**config.mk**
```make
export PLATFORM = sky130hd
export DESIGN_NAME = srr_sequencer
export DESIGN_NICKNAME = d
export VERILOG_FILES = /design/src/pkg/srr_pkg.sv /design/src/srr_sequencer.sv
export VERILOG_INCLUDE_DIRS = /design/src /design/src/pkg
export SDC_FILE = /design/constraint.sdc
export NUM_CORES = 1
export LEC_CHECK = 0
export BUFFER_PORTS_ARGS = -buffer_cell sky130_fd_sc_hd__clkbuf_2
export CAP_MARGIN = 20
export CORE_AREA = 2 2 296 268
export DETAILED_ROUTE_END_ITERATION = 12
export DIE_AREA = 0 0 298 270
export SLEW_MARGIN = 20
export SYNTH_ARGS = -nofsm -noshare
export SYNTH_HDL_FRONTEND = slang
export SYNTH_SLANG_ARGS = --single-unit
export TNS_END_PERCENT = 5
```
**constraint.sdc**
```tcl
create_clock -name clk -period 4.4 [get_ports clk]
set_clock_uncertainty 0.1 [all_clocks]
set_input_delay 0.88 -clock clk [delete_from_list [all_inputs] [get_ports clk]]
set_output_delay 0.88 -clock clk [all_outputs]
set_load 0.02 [all_outputs]
```
**src/pkg/srr_regs.svh**
```systemverilog
// register offsets, field positions, reset values and key codes of the row repair sequencer
`ifndef SRR_REGS_SVH
`define SRR_REGS_SVH
`define SRR_ID_OFF 8'h00
`define SRR_CTRL_OFF 8'h04
`define SRR_STAT_OFF 8'h08
`define SRR_RSRC_OFF 8'h0c
`define SRR_ROW_BASE 8'h40
`define SRR_ROW_MASK 8'hc0
`define SRR_CTRL_WL_LSB 0
`define SRR_CTRL_WL_MSB 5
`define SRR_CTRL_BYPASS_BIT 8
`define SRR_CTRL_WL_RESET 6'h0c
`define SRR_CTRL_BYPASS_RESET 1'b0
`define SRR_RSRC_RESET 16'hffff
`define SRR_ID_HARD_BIT 7
`define SRR_ID_SOFT_BIT 6
`define SRR_MR_BASE 3'h0
`define SRR_MR_REPAIR 3'h4
`define SRR_MR_SOFT_EN_BIT 5
`define SRR_KEY_LOW 7'h7f
`define SRR_KEY1 5'h19
`define SRR_KEY2 5'h0f
`define SRR_KEY3 5'h17
`define SRR_KEY4 5'h07
`define SRR_BURST_BEATS 2'h3
`define SRR_HIGH_BEATS 2'h1
`endif

```
**src/pkg/srr_pkg.sv**
```systemverilog
// types shared by the soft row repair sequencer
package srr_pkg;
    typedef struct packed {
        logic cs_n;
        logic act_n;
        logic ras_n;
        logic cas_n;
        logic we_n;
        logic [1:0] bg;
        logic [1:0] ba;
        logic [17:0] addr;
    } srr_ca_t;

    typedef enum logic [10:0] {
        SRR_OFF = 11'h001,
        SRR_KEY1 = 11'h002,
        SRR_KEY2 = 11'h004,
        SRR_KEY3 = 11'h008,
        SRR_KEY4 = 11'h010,
        SRR_ARMED = 11'h020,
        SRR_ROW = 11'h040,
        SRR_WAITWL = 11'h080,
        SRR_DATA = 11'h100,
        SRR_RECOV = 11'h200,
        SRR_DONE = 11'h400
    } srr_state_t;
endpackage

```
**src/srr_sequencer.sv**
```systemverilog
// soft row repair sequencer: command decode, guard keys, repair table, wishbone registers
//
// The Wishbone slave port and the register addresses were chosen for this implementation.
`timescale 1ns/1ps
`default_nettype none
`include "srr_regs.svh"

// Operation
// - repair mode register bit 5 set enters soft repair, cleared leaves it.
// - while soft repair is enabled every DQ output is driven high.
// - four base mode register keys with fixed A11..A7 codes, A6:0 all ones.
// - wrong key order or other mode write leaves repair disabled, a no-op.
// - after a broken entry, activate and write act as ordinary accesses.
// - repair only when every DQ is low in all eight burst bits.
// - DQ high for the first two clocks skips repair and keeps data.
// - precharge after write recovery; repair completes within that window.
// - the whole sequence may repeat for each further row.
// - identifier bit 7 reports hard repair, bit 6 soft repair support.
// - activate opens a row in a bank until precharge closes it.
// - one repaired row per bank; newer replaces older; no resource ignores.
// - reset drops all soft repair information.
module srr_sequencer import srr_pkg::*; #(
    parameter int NBANK = 16,
    parameter int DQW = 8,
    parameter logic HARD_SUPPORT = 1'b1,
    parameter logic SOFT_SUPPORT = 1'b1
) (
    // clock and reset
    input wire logic clk,
    input wire logic rst,
    // classic wishbone slave
    input wire logic wb_cyc_i,
    input wire logic wb_stb_i,
    input wire logic wb_we_i,
    input wire logic [7:0] wb_adr_i,
    input wire logic [3:0] wb_sel_i,
    input wire logic [31:0] wb_dat_i,
    output logic [31:0] wb_dat_o,
    output logic wb_ack_o,
    // command/address, one command per clock
    input wire srr_ca_t ca,
    // write data: low half rising beat, high half falling beat
    input wire logic [2*DQW-1:0] dq_in,
    // data outputs
    output logic [DQW-1:0] dq_out,
    output logic dq_oe,
    // status
    output logic soft_en,
    output logic repair_done,
    output logic act_remap,
    output logic [3:0] act_bank
);
    localparam int BW = $clog2(NBANK);

    srr_state_t state;
    logic [5:0] wl;
    logic bypass;
    logic [NBANK-1:0] rsrc;
    logic [NBANK-1:0] bank_open;
    logic [17:0] open_row [NBANK];
    logic [NBANK-1:0] rep_valid;
    logic [17:0] rep_row [NBANK];
    logic [BW-1:0] tgt_bank;
    logic [17:0] tgt_row;
    logic [5:0] wl_cnt;
    logic [1:0] beat;
    logic all_low;
    logic all_high;
    logic [1:0] last_result;

    // command decode
    logic sel_cmd;
    logic is_act;
    logic is_mrs;
    logic is_wr;
    logic is_pre;
    logic [2:0] mr_num;
    logic [BW-1:0] cmd_bank;
    logic key_fmt;
    logic [4:0] key_code;
    logic [4:0] want_key;
    logic beat_low;
    logic beat_high;
    logic low_ok;

    assign sel_cmd = !ca.cs_n;
    assign is_act = sel_cmd && !ca.act_n;
    assign is_mrs = sel_cmd && ca.act_n && !ca.ras_n && !ca.cas_n && !ca.we_n;
    assign is_wr = sel_cmd && ca.act_n && ca.ras_n && !ca.cas_n && !ca.we_n;
    assign is_pre = sel_cmd && ca.act_n && !ca.ras_n && ca.cas_n && !ca.we_n;
    assign mr_num = {ca.bg[0], ca.ba};
    assign cmd_bank = BW'({ca.bg, ca.ba});
    // a key needs bank group and bank zero and the low address bits all ones
    assign key_fmt = (ca.bg == 2'h0) && (ca.ba == 2'h0) && (ca.addr[6:0] == `SRR_KEY_LOW);
    assign key_code = ca.addr[11:7];
    assign beat_low = (dq_in == '0);
    assign beat_high = (dq_in == '1);
    assign low_ok = all_low && beat_low;

    always_comb begin
        case (state)
            SRR_KEY1: want_key = `SRR_KEY1;
            SRR_KEY2: want_key = `SRR_KEY2;
            SRR_KEY3: want_key = `SRR_KEY3;
            SRR_KEY4: want_key = `SRR_KEY4;
            default: want_key = 5'h00;
        endcase
    end

    // repair mode enable bit and main sequence
    always_ff @(posedge clk) begin
        if (rst) begin
            state <= SRR_OFF;
            soft_en <= 1'b0;
        end else if (is_mrs && mr_num == `SRR_MR_REPAIR) begin
            soft_en <= ca.addr[`SRR_MR_SOFT_EN_BIT];
            if (!ca.addr[`SRR_MR_SOFT_EN_BIT]) begin
                state <= SRR_OFF;
            end else if (bypass) begin
                state <= SRR_ARMED;
            end else begin
                state <= SRR_KEY1;
            end
        end else begin
            case (state)
                SRR_OFF: state <= SRR_OFF;
                SRR_KEY1, SRR_KEY2, SRR_KEY3, SRR_KEY4: begin
                    if (is_mrs) begin
                        if (mr_num == `SRR_MR_BASE && key_fmt && key_code == want_key) begin
                            case (state)
                                SRR_KEY1: state <= SRR_KEY2;
                                SRR_KEY2: state <= SRR_KEY3;
                                SRR_KEY3: state <= SRR_KEY4;
                                default: state <= SRR_ARMED;
                            endcase
                        end else begin
                            state <= SRR_DONE;
                        end
                    end else if (is_act || is_wr) begin
                        state <= SRR_DONE;
                    end
                end
                SRR_ARMED: begin
                    if (is_act) begin
                        state <= SRR_ROW;
                    end
                end
                SRR_ROW: begin
                    if (is_wr && cmd_bank == tgt_bank) begin
                        state <= SRR_WAITWL;
                    end else if (is_pre && cmd_bank == tgt_bank) begin
                        state <= SRR_DONE;
                    end
                end
                SRR_WAITWL: begin
                    // leave one edge early so the first beat is taken exactly wl after the write
                    if (wl_cnt <= 6'h2) begin
                        state <= SRR_DATA;
                    end
                end
                SRR_DATA: begin
                    if (beat == `SRR_BURST_BEATS) begin
                        state <= SRR_RECOV;
                    end
                end
                SRR_RECOV: begin
                    if (is_pre && cmd_bank == tgt_bank) begin
                        state <= SRR_DONE;
                    end
                end
                SRR_DONE: state <= SRR_DONE;
                default: state <= SRR_OFF;
            endcase
        end
    end

    // seed row capture
    always_ff @(posedge clk) begin
        if (rst) begin
            tgt_bank <= '0;
            tgt_row <= 18'h00000;
        end else if (state == SRR_ARMED && is_act) begin
            tgt_bank <= cmd_bank;
            tgt_row <= ca.addr;
        end
    end

    // write latency wait and burst check
    always_ff @(posedge clk) begin
        if (rst) begin
            wl_cnt <= 6'h00;
            beat <= 2'h0;
            all_low <= 1'b1;
            all_high <= 1'b1;
        end else if (state == SRR_ROW && is_wr) begin
            wl_cnt <= wl;
            beat <= 2'h0;
            all_low <= 1'b1;
            all_high <= 1'b1;
        end else if (state == SRR_WAITWL) begin
            wl_cnt <= wl_cnt - 6'h1;
        end else if (state == SRR_DATA) begin
            beat <= beat + 2'h1;
            all_low <= all_low && beat_low;
            if (beat <= `SRR_HIGH_BEATS) begin
                all_high <= all_high && beat_high;
            end
        end
    end

    // repair table, one row per bank, cleared by reset
    genvar gb;
    generate
        for (gb = 0; gb < NBANK; gb++) begin : g_bank
            always_ff @(posedge clk) begin
                if (rst) begin
                    rep_valid[gb] <= 1'b0;
                    rep_row[gb] <= 18'h00000;
                end else if (state == SRR_DATA && beat == `SRR_BURST_BEATS
                        && low_ok && rsrc[gb] && tgt_bank == BW'(gb)) begin
                    rep_valid[gb] <= 1'b1;
                    rep_row[gb] <= tgt_row;
                end
            end
            always_ff @(posedge clk) begin
                if (rst) begin
                    bank_open[gb] <= 1'b0;
                    open_row[gb] <= 18'h00000;
                end else if (is_act && cmd_bank == BW'(gb)) begin
                    bank_open[gb] <= 1'b1;
                    open_row[gb] <= ca.addr;
                end else if (is_pre && (ca.addr[10] || cmd_bank == BW'(gb))) begin
                    bank_open[gb] <= 1'b0;
                end
            end
        end
    endgenerate

    // result: 1 repaired, 2 skipped by high data, 3 undefined pattern or no resource
    always_ff @(posedge clk) begin
        if (rst) begin
            last_result <= 2'h0;
            repair_done <= 1'b0;
        end else if (state == SRR_DATA && beat == `SRR_BURST_BEATS) begin
            repair_done <= low_ok && rsrc[tgt_bank];
            if (low_ok && rsrc[tgt_bank]) begin
                last_result <= 2'h1;
            end else if (all_high) begin
                last_result <= 2'h2;
            end else begin
                last_result <= 2'h3;
            end
        end else begin
            repair_done <= 1'b0;
        end
    end

    // ordinary activates hitting a repaired row are flagged as remapped
    always_ff @(posedge clk) begin
        if (rst) begin
            act_remap <= 1'b0;
            act_bank <= 4'h0;
        end else begin
            act_remap <= is_act && state != SRR_ARMED
                && rep_valid[cmd_bank] && rep_row[cmd_bank] == ca.addr;
            if (is_act) begin
                act_bank <= {ca.bg, ca.ba};
            end
        end
    end

    // dq driven high from one clock after soft_en rises until one clock after it falls
    always_ff @(posedge clk) begin
        if (rst) begin
            dq_oe <= 1'b0;
            dq_out <= '0;
        end else begin
            dq_oe <= soft_en;
            dq_out <= '1;
        end
    end

    // wishbone: ack one cycle after the strobe, dropped the cycle after
    logic wb_req;
    logic [31:0] rd_data;
    assign wb_req = wb_cyc_i && wb_stb_i && !wb_ack_o;

    always_comb begin
        rd_data = 32'h00000000;
        if ((wb_adr_i & `SRR_ROW_MASK) == `SRR_ROW_BASE) begin
            if (32'(wb_adr_i[5:2]) < NBANK) begin
                rd_data = {rep_valid[wb_adr_i[5:2]], 13'h0000, rep_row[wb_adr_i[5:2]]};
            end
        end else begin
            case (wb_adr_i)
                `SRR_ID_OFF: begin
                    rd_data[`SRR_ID_HARD_BIT] = HARD_SUPPORT;
                    rd_data[`SRR_ID_SOFT_BIT] = SOFT_SUPPORT;
                end
                `SRR_CTRL_OFF: begin
                    rd_data[`SRR_CTRL_WL_MSB:`SRR_CTRL_WL_LSB] = wl;
                    rd_data[`SRR_CTRL_BYPASS_BIT] = bypass;
                end
                `SRR_STAT_OFF: rd_data = {bank_open, 3'h0, last_result, state};
                `SRR_RSRC_OFF: rd_data = {16'h0000, rsrc};
                default: rd_data = 32'h00000000;
            endcase
        end
    end

    always_ff @(posedge clk) begin
        if (rst) begin
            wb_ack_o <= 1'b0;
            wb_dat_o <= 32'h00000000;
        end else begin
            wb_ack_o <= wb_req;
            wb_dat_o <= wb_req && !wb_we_i ? rd_data : 32'h00000000;
        end
    end

    // control and resource registers steer the sequence
    always_ff @(posedge clk) begin
        if (rst) begin
            wl <= `SRR_CTRL_WL_RESET;
            bypass <= `SRR_CTRL_BYPASS_RESET;
            rsrc <= `SRR_RSRC_RESET;
        end else if (wb_cyc_i && wb_stb_i && wb_we_i && wb_ack_o) begin
            // a write lands on the edge at which the master sees ack
            if (wb_adr_i == `SRR_CTRL_OFF) begin
                if (wb_sel_i[0]) begin
                    wl <= wb_dat_i[`SRR_CTRL_WL_MSB:`SRR_CTRL_WL_LSB];
                end
                if (wb_sel_i[1]) begin
                    bypass <= wb_dat_i[`SRR_CTRL_BYPASS_BIT];
                end
            end
            if (wb_adr_i == `SRR_RSRC_OFF) begin
                if (wb_sel_i[0]) begin
                    rsrc[7:0] <= wb_dat_i[7:0];
                end
                if (wb_sel_i[1]) begin
                    rsrc[15:8] <= wb_dat_i[15:8];
                end
            end
        end
    end
endmodule
`default_nettype wire

```
==> results.json <==
{
  "placed_cell_area_um2": 24450,
  "vias": 16381,
  "final_antenna_net_count": 0,
  "mostFrequentLayoutCells": "and2_1 (294), edfxtp_1 (288), mux4_2 (153)",
  "async_reset_ff_frac": 0,
  "coreArea_um2": 77430,
  "grt_usage": 0.1876,
  "firstDrtPassIters": 5,
  "min_path_type": "reg -> reg",
  "yosysSeqAreaShare": 0.5159,
  "fin_crit_sh": 0.7669,
  "grt_pass1_vias": 16083,
  "fin_util": 0.3349,
  "fillCellCount": 7713,
  "start_kind": "primary input",
  "detailed_place_hpwl_mm": 52.65,
  "cts.clk_slew.worst_paths_ps": 60,
  "synth.area.top_cells": "edfxtp_1 (39%), mux4_2 (15%), dfxtp_1 (13%), and2_1 (8.3%), mux2i_1 (3.2%)",
  "setup_violations": 0,
  "crit_fanout": 17,
  "drive_gt1_frac": 0.2710,
  "report.final.slew_viol_count": 0,
  "min_period_ps": 3374,
  "layout_commonest_cell": "and2_1",
  "htree_num_levels": 2,
  "die_h_um": 270,
  "root_buffer": "clkbuf_16",
  "wl_per_cell_um": 25.74,
  "required_ps": 4780,
  "slew_headroom": 0.5230,
  "gr-total-overflow": 0,
  "cts_buffers": 45,
  "ys.flop_type": "edfxtp_1",
  "cts.path.max_buffers": 3,
  "rsz0062_at_grt": "no",
  "grt_max_degree": 53,
  "p_leak_nw": 9.209,
  "vias_per_cell": 5.479,
  "clock_sinks": 430,
  "initial_utilization": 0.2877,
  "synth_area_per_cell_um2": 12.44,
  "critical_path_class": "in -> reg",
  "drc": 0,
  "fmax_mhz": 296.4,
  "status": "finished, final reports clean",
  "die_w_um": 298,
  "cts_tree": "built",
  "ir_drop_v": 0.0002747,
  "cts_setup_buffers": 0,
  "syn_area_um2": 22280,
  "synth_cell_types": 74,
  "worst-path-buf-inv": 2,
  "ys_ff_latch": 430,
  "grt_pass1_wl_mm": 110.9,
  "final_cell_area_um2": 25930,
  "ctsResizeCount": 0,
  "fin_nets": 2006,
  "slowest_stage": "a2111oi_0",
  "yosysWarnings": 0,
  "cpLargestDelayFamily": "compound AO/OA/AOI/OAI gates",
  "io_pins": 141,
  "setup_tns_ps": 0,
  "rows": 97,
  "antenna_found_initial": 6,
  "numPortBuffers": 122,
  "holdBufCountCts": 0,
  "synth_top_area_frac": 0.3882,
  "area_growth_pct": 16.43,
  "crit_chain": "buf_2 -> buf_4 -> mux4_2 -> mux2i_1 -> o21ai_0 -> a2111oi_0 -> a41oi_1 -> nor3_1 -> and4_1",
  "slowest_delay_ps": 490,
  "synth-edff-count": 288,
  "die-area_um2": 80460,
  "fin_hold_ws_ps": 365.0,
  "power_density_nw_per_um2": 356.2,
  "multi_input_area_um2": 10100,
  "worstMarginPinSlew_ps": 715.5,
  "arrival_ps": 3760,
  "drv_cap": 0,
  "drt_wl_total_mm": 76.98,
  "hold_viol": 0,
  "end_kind": "flop",
  "seq_area_um2": 11490,
  "synthCells": 1791,
  "drtIter0Drc": 2130,
  "yosysTopAreaCell": "edfxtp_1",
  "clock_latency_ps": 600,
  "syn-num-nets": 1887,
  "gp_congestion": 0.9222
}
-- power by group --
part / switching, mW / total, mW / internal, mW
Clock: 1.64 / 3.84 / 2.20
Sequential: 0.0625 / 4.48 / 4.42
Combinational: 0.536 / 0.916 / 0.380
Total: 2.24 / 9.24 / 7.00
-- worst reg2reg max path, delay by kind of cell (launching register included) --
| kind | cells | cell delay (ps) |
|---|---|---|
| flip-flops | 1 | 480 |
| AO/OA/AOI/OAI | 1 | 200 |
| buffers and inverters | 1 | 410 |
| AND/OR/NAND/NOR | 5 | 1760 |
-- layer usage --
metal  vias up  track usage  wire [um]
met1      8327       0.2595      31630
li1       6914            -          -
met4         4      0.06281       2258
met3       144      0.04529       8364
met2       992       0.2873      34700
met5         -            0         23
-- kinds of logic after synthesis --
family	synth area share
AO/OA/AOI/OAI	0.07044
XOR/XNOR	0.01219
adder cells (fa/ha/maj)	0.002247
buffers and inverters	0.03381
flip-flops	0.5159
multiplexers	0.1947
AND/OR/NAND/NOR	0.1708
-- stage by stage --
stage | worst slack, ps | power [mW] | instances
after CTS | 1161 | 9.274 | 2984
after global placement | 603.5 | 5.450 | 2902
after global routing | 935.7 | 9.493 | 2987
after floorplan | 105.6 | 5.081 | 1791
final | 1026 | 9.237 | 2990
after detailed placement | 590.1 | 5.464 | 2902
-- sequential cells by signal (all words and copies together) (netlist names), 2 cells and up --
signal,cells
act_bank,4
bank_open,16
beat,2
last_result,2
rep_row,288
rep_valid,16
rsrc,16
state,11
tgt_bank,4
tgt_row,18
wb_dat_o,32
wl,6
wl_cnt,6
-- final timing paths --
check | from | endpoint | slack, ps | cells after the start
setup / recovery | ca[20] | act_remap | 1030 | 9
hold / removal | bank_open[8] | wb_dat_o[24] | 370 | 1
setup reg to reg | state[3] | rep_row[11][6] | 1090 | 7
hold reg to reg | bank_open[8] | wb_dat_o[24] | 370 | 1
-- layout make-up --
type                    count  share of cell area
clock inverters            17            0.005789
inverters                  23            0.003329
well taps                1039             0.05013
diodes                      6           0.0005789
flip-flops and latches    430              0.4431
repair buffers            217             0.05688
clock buffers              65             0.05090
multi-input cells        1193              0.3893
-- Yosys cell counts (6+ instances only) --
master and instances:
o22a_1 6, clkbuf_2 13, mux2i_1 71, clkbuf_1 79
o22ai_1 6, inv_1 22, nand2b_1 13, a21o_1 16
nor3_1 19, dfxtp_1 142, nor2b_1 10, a21oi_1 50
nor2_1 90, buf_1 14, xnor2_1 24, edfxtp_1 288
nand3_1 25, nor4_1 16, buf_2 22, and2_2 9
nor2_2 13, mux4_2 153, a221oi_1 13, and2_1 294
nand2_1 129, buf_4 13, a22oi_1 25, a211oi_1 6
nand4_1 17, mux2_2 16, o21ai_0 74, xor2_1 7
Note: power is estimated with default switching activity, not from simulation.
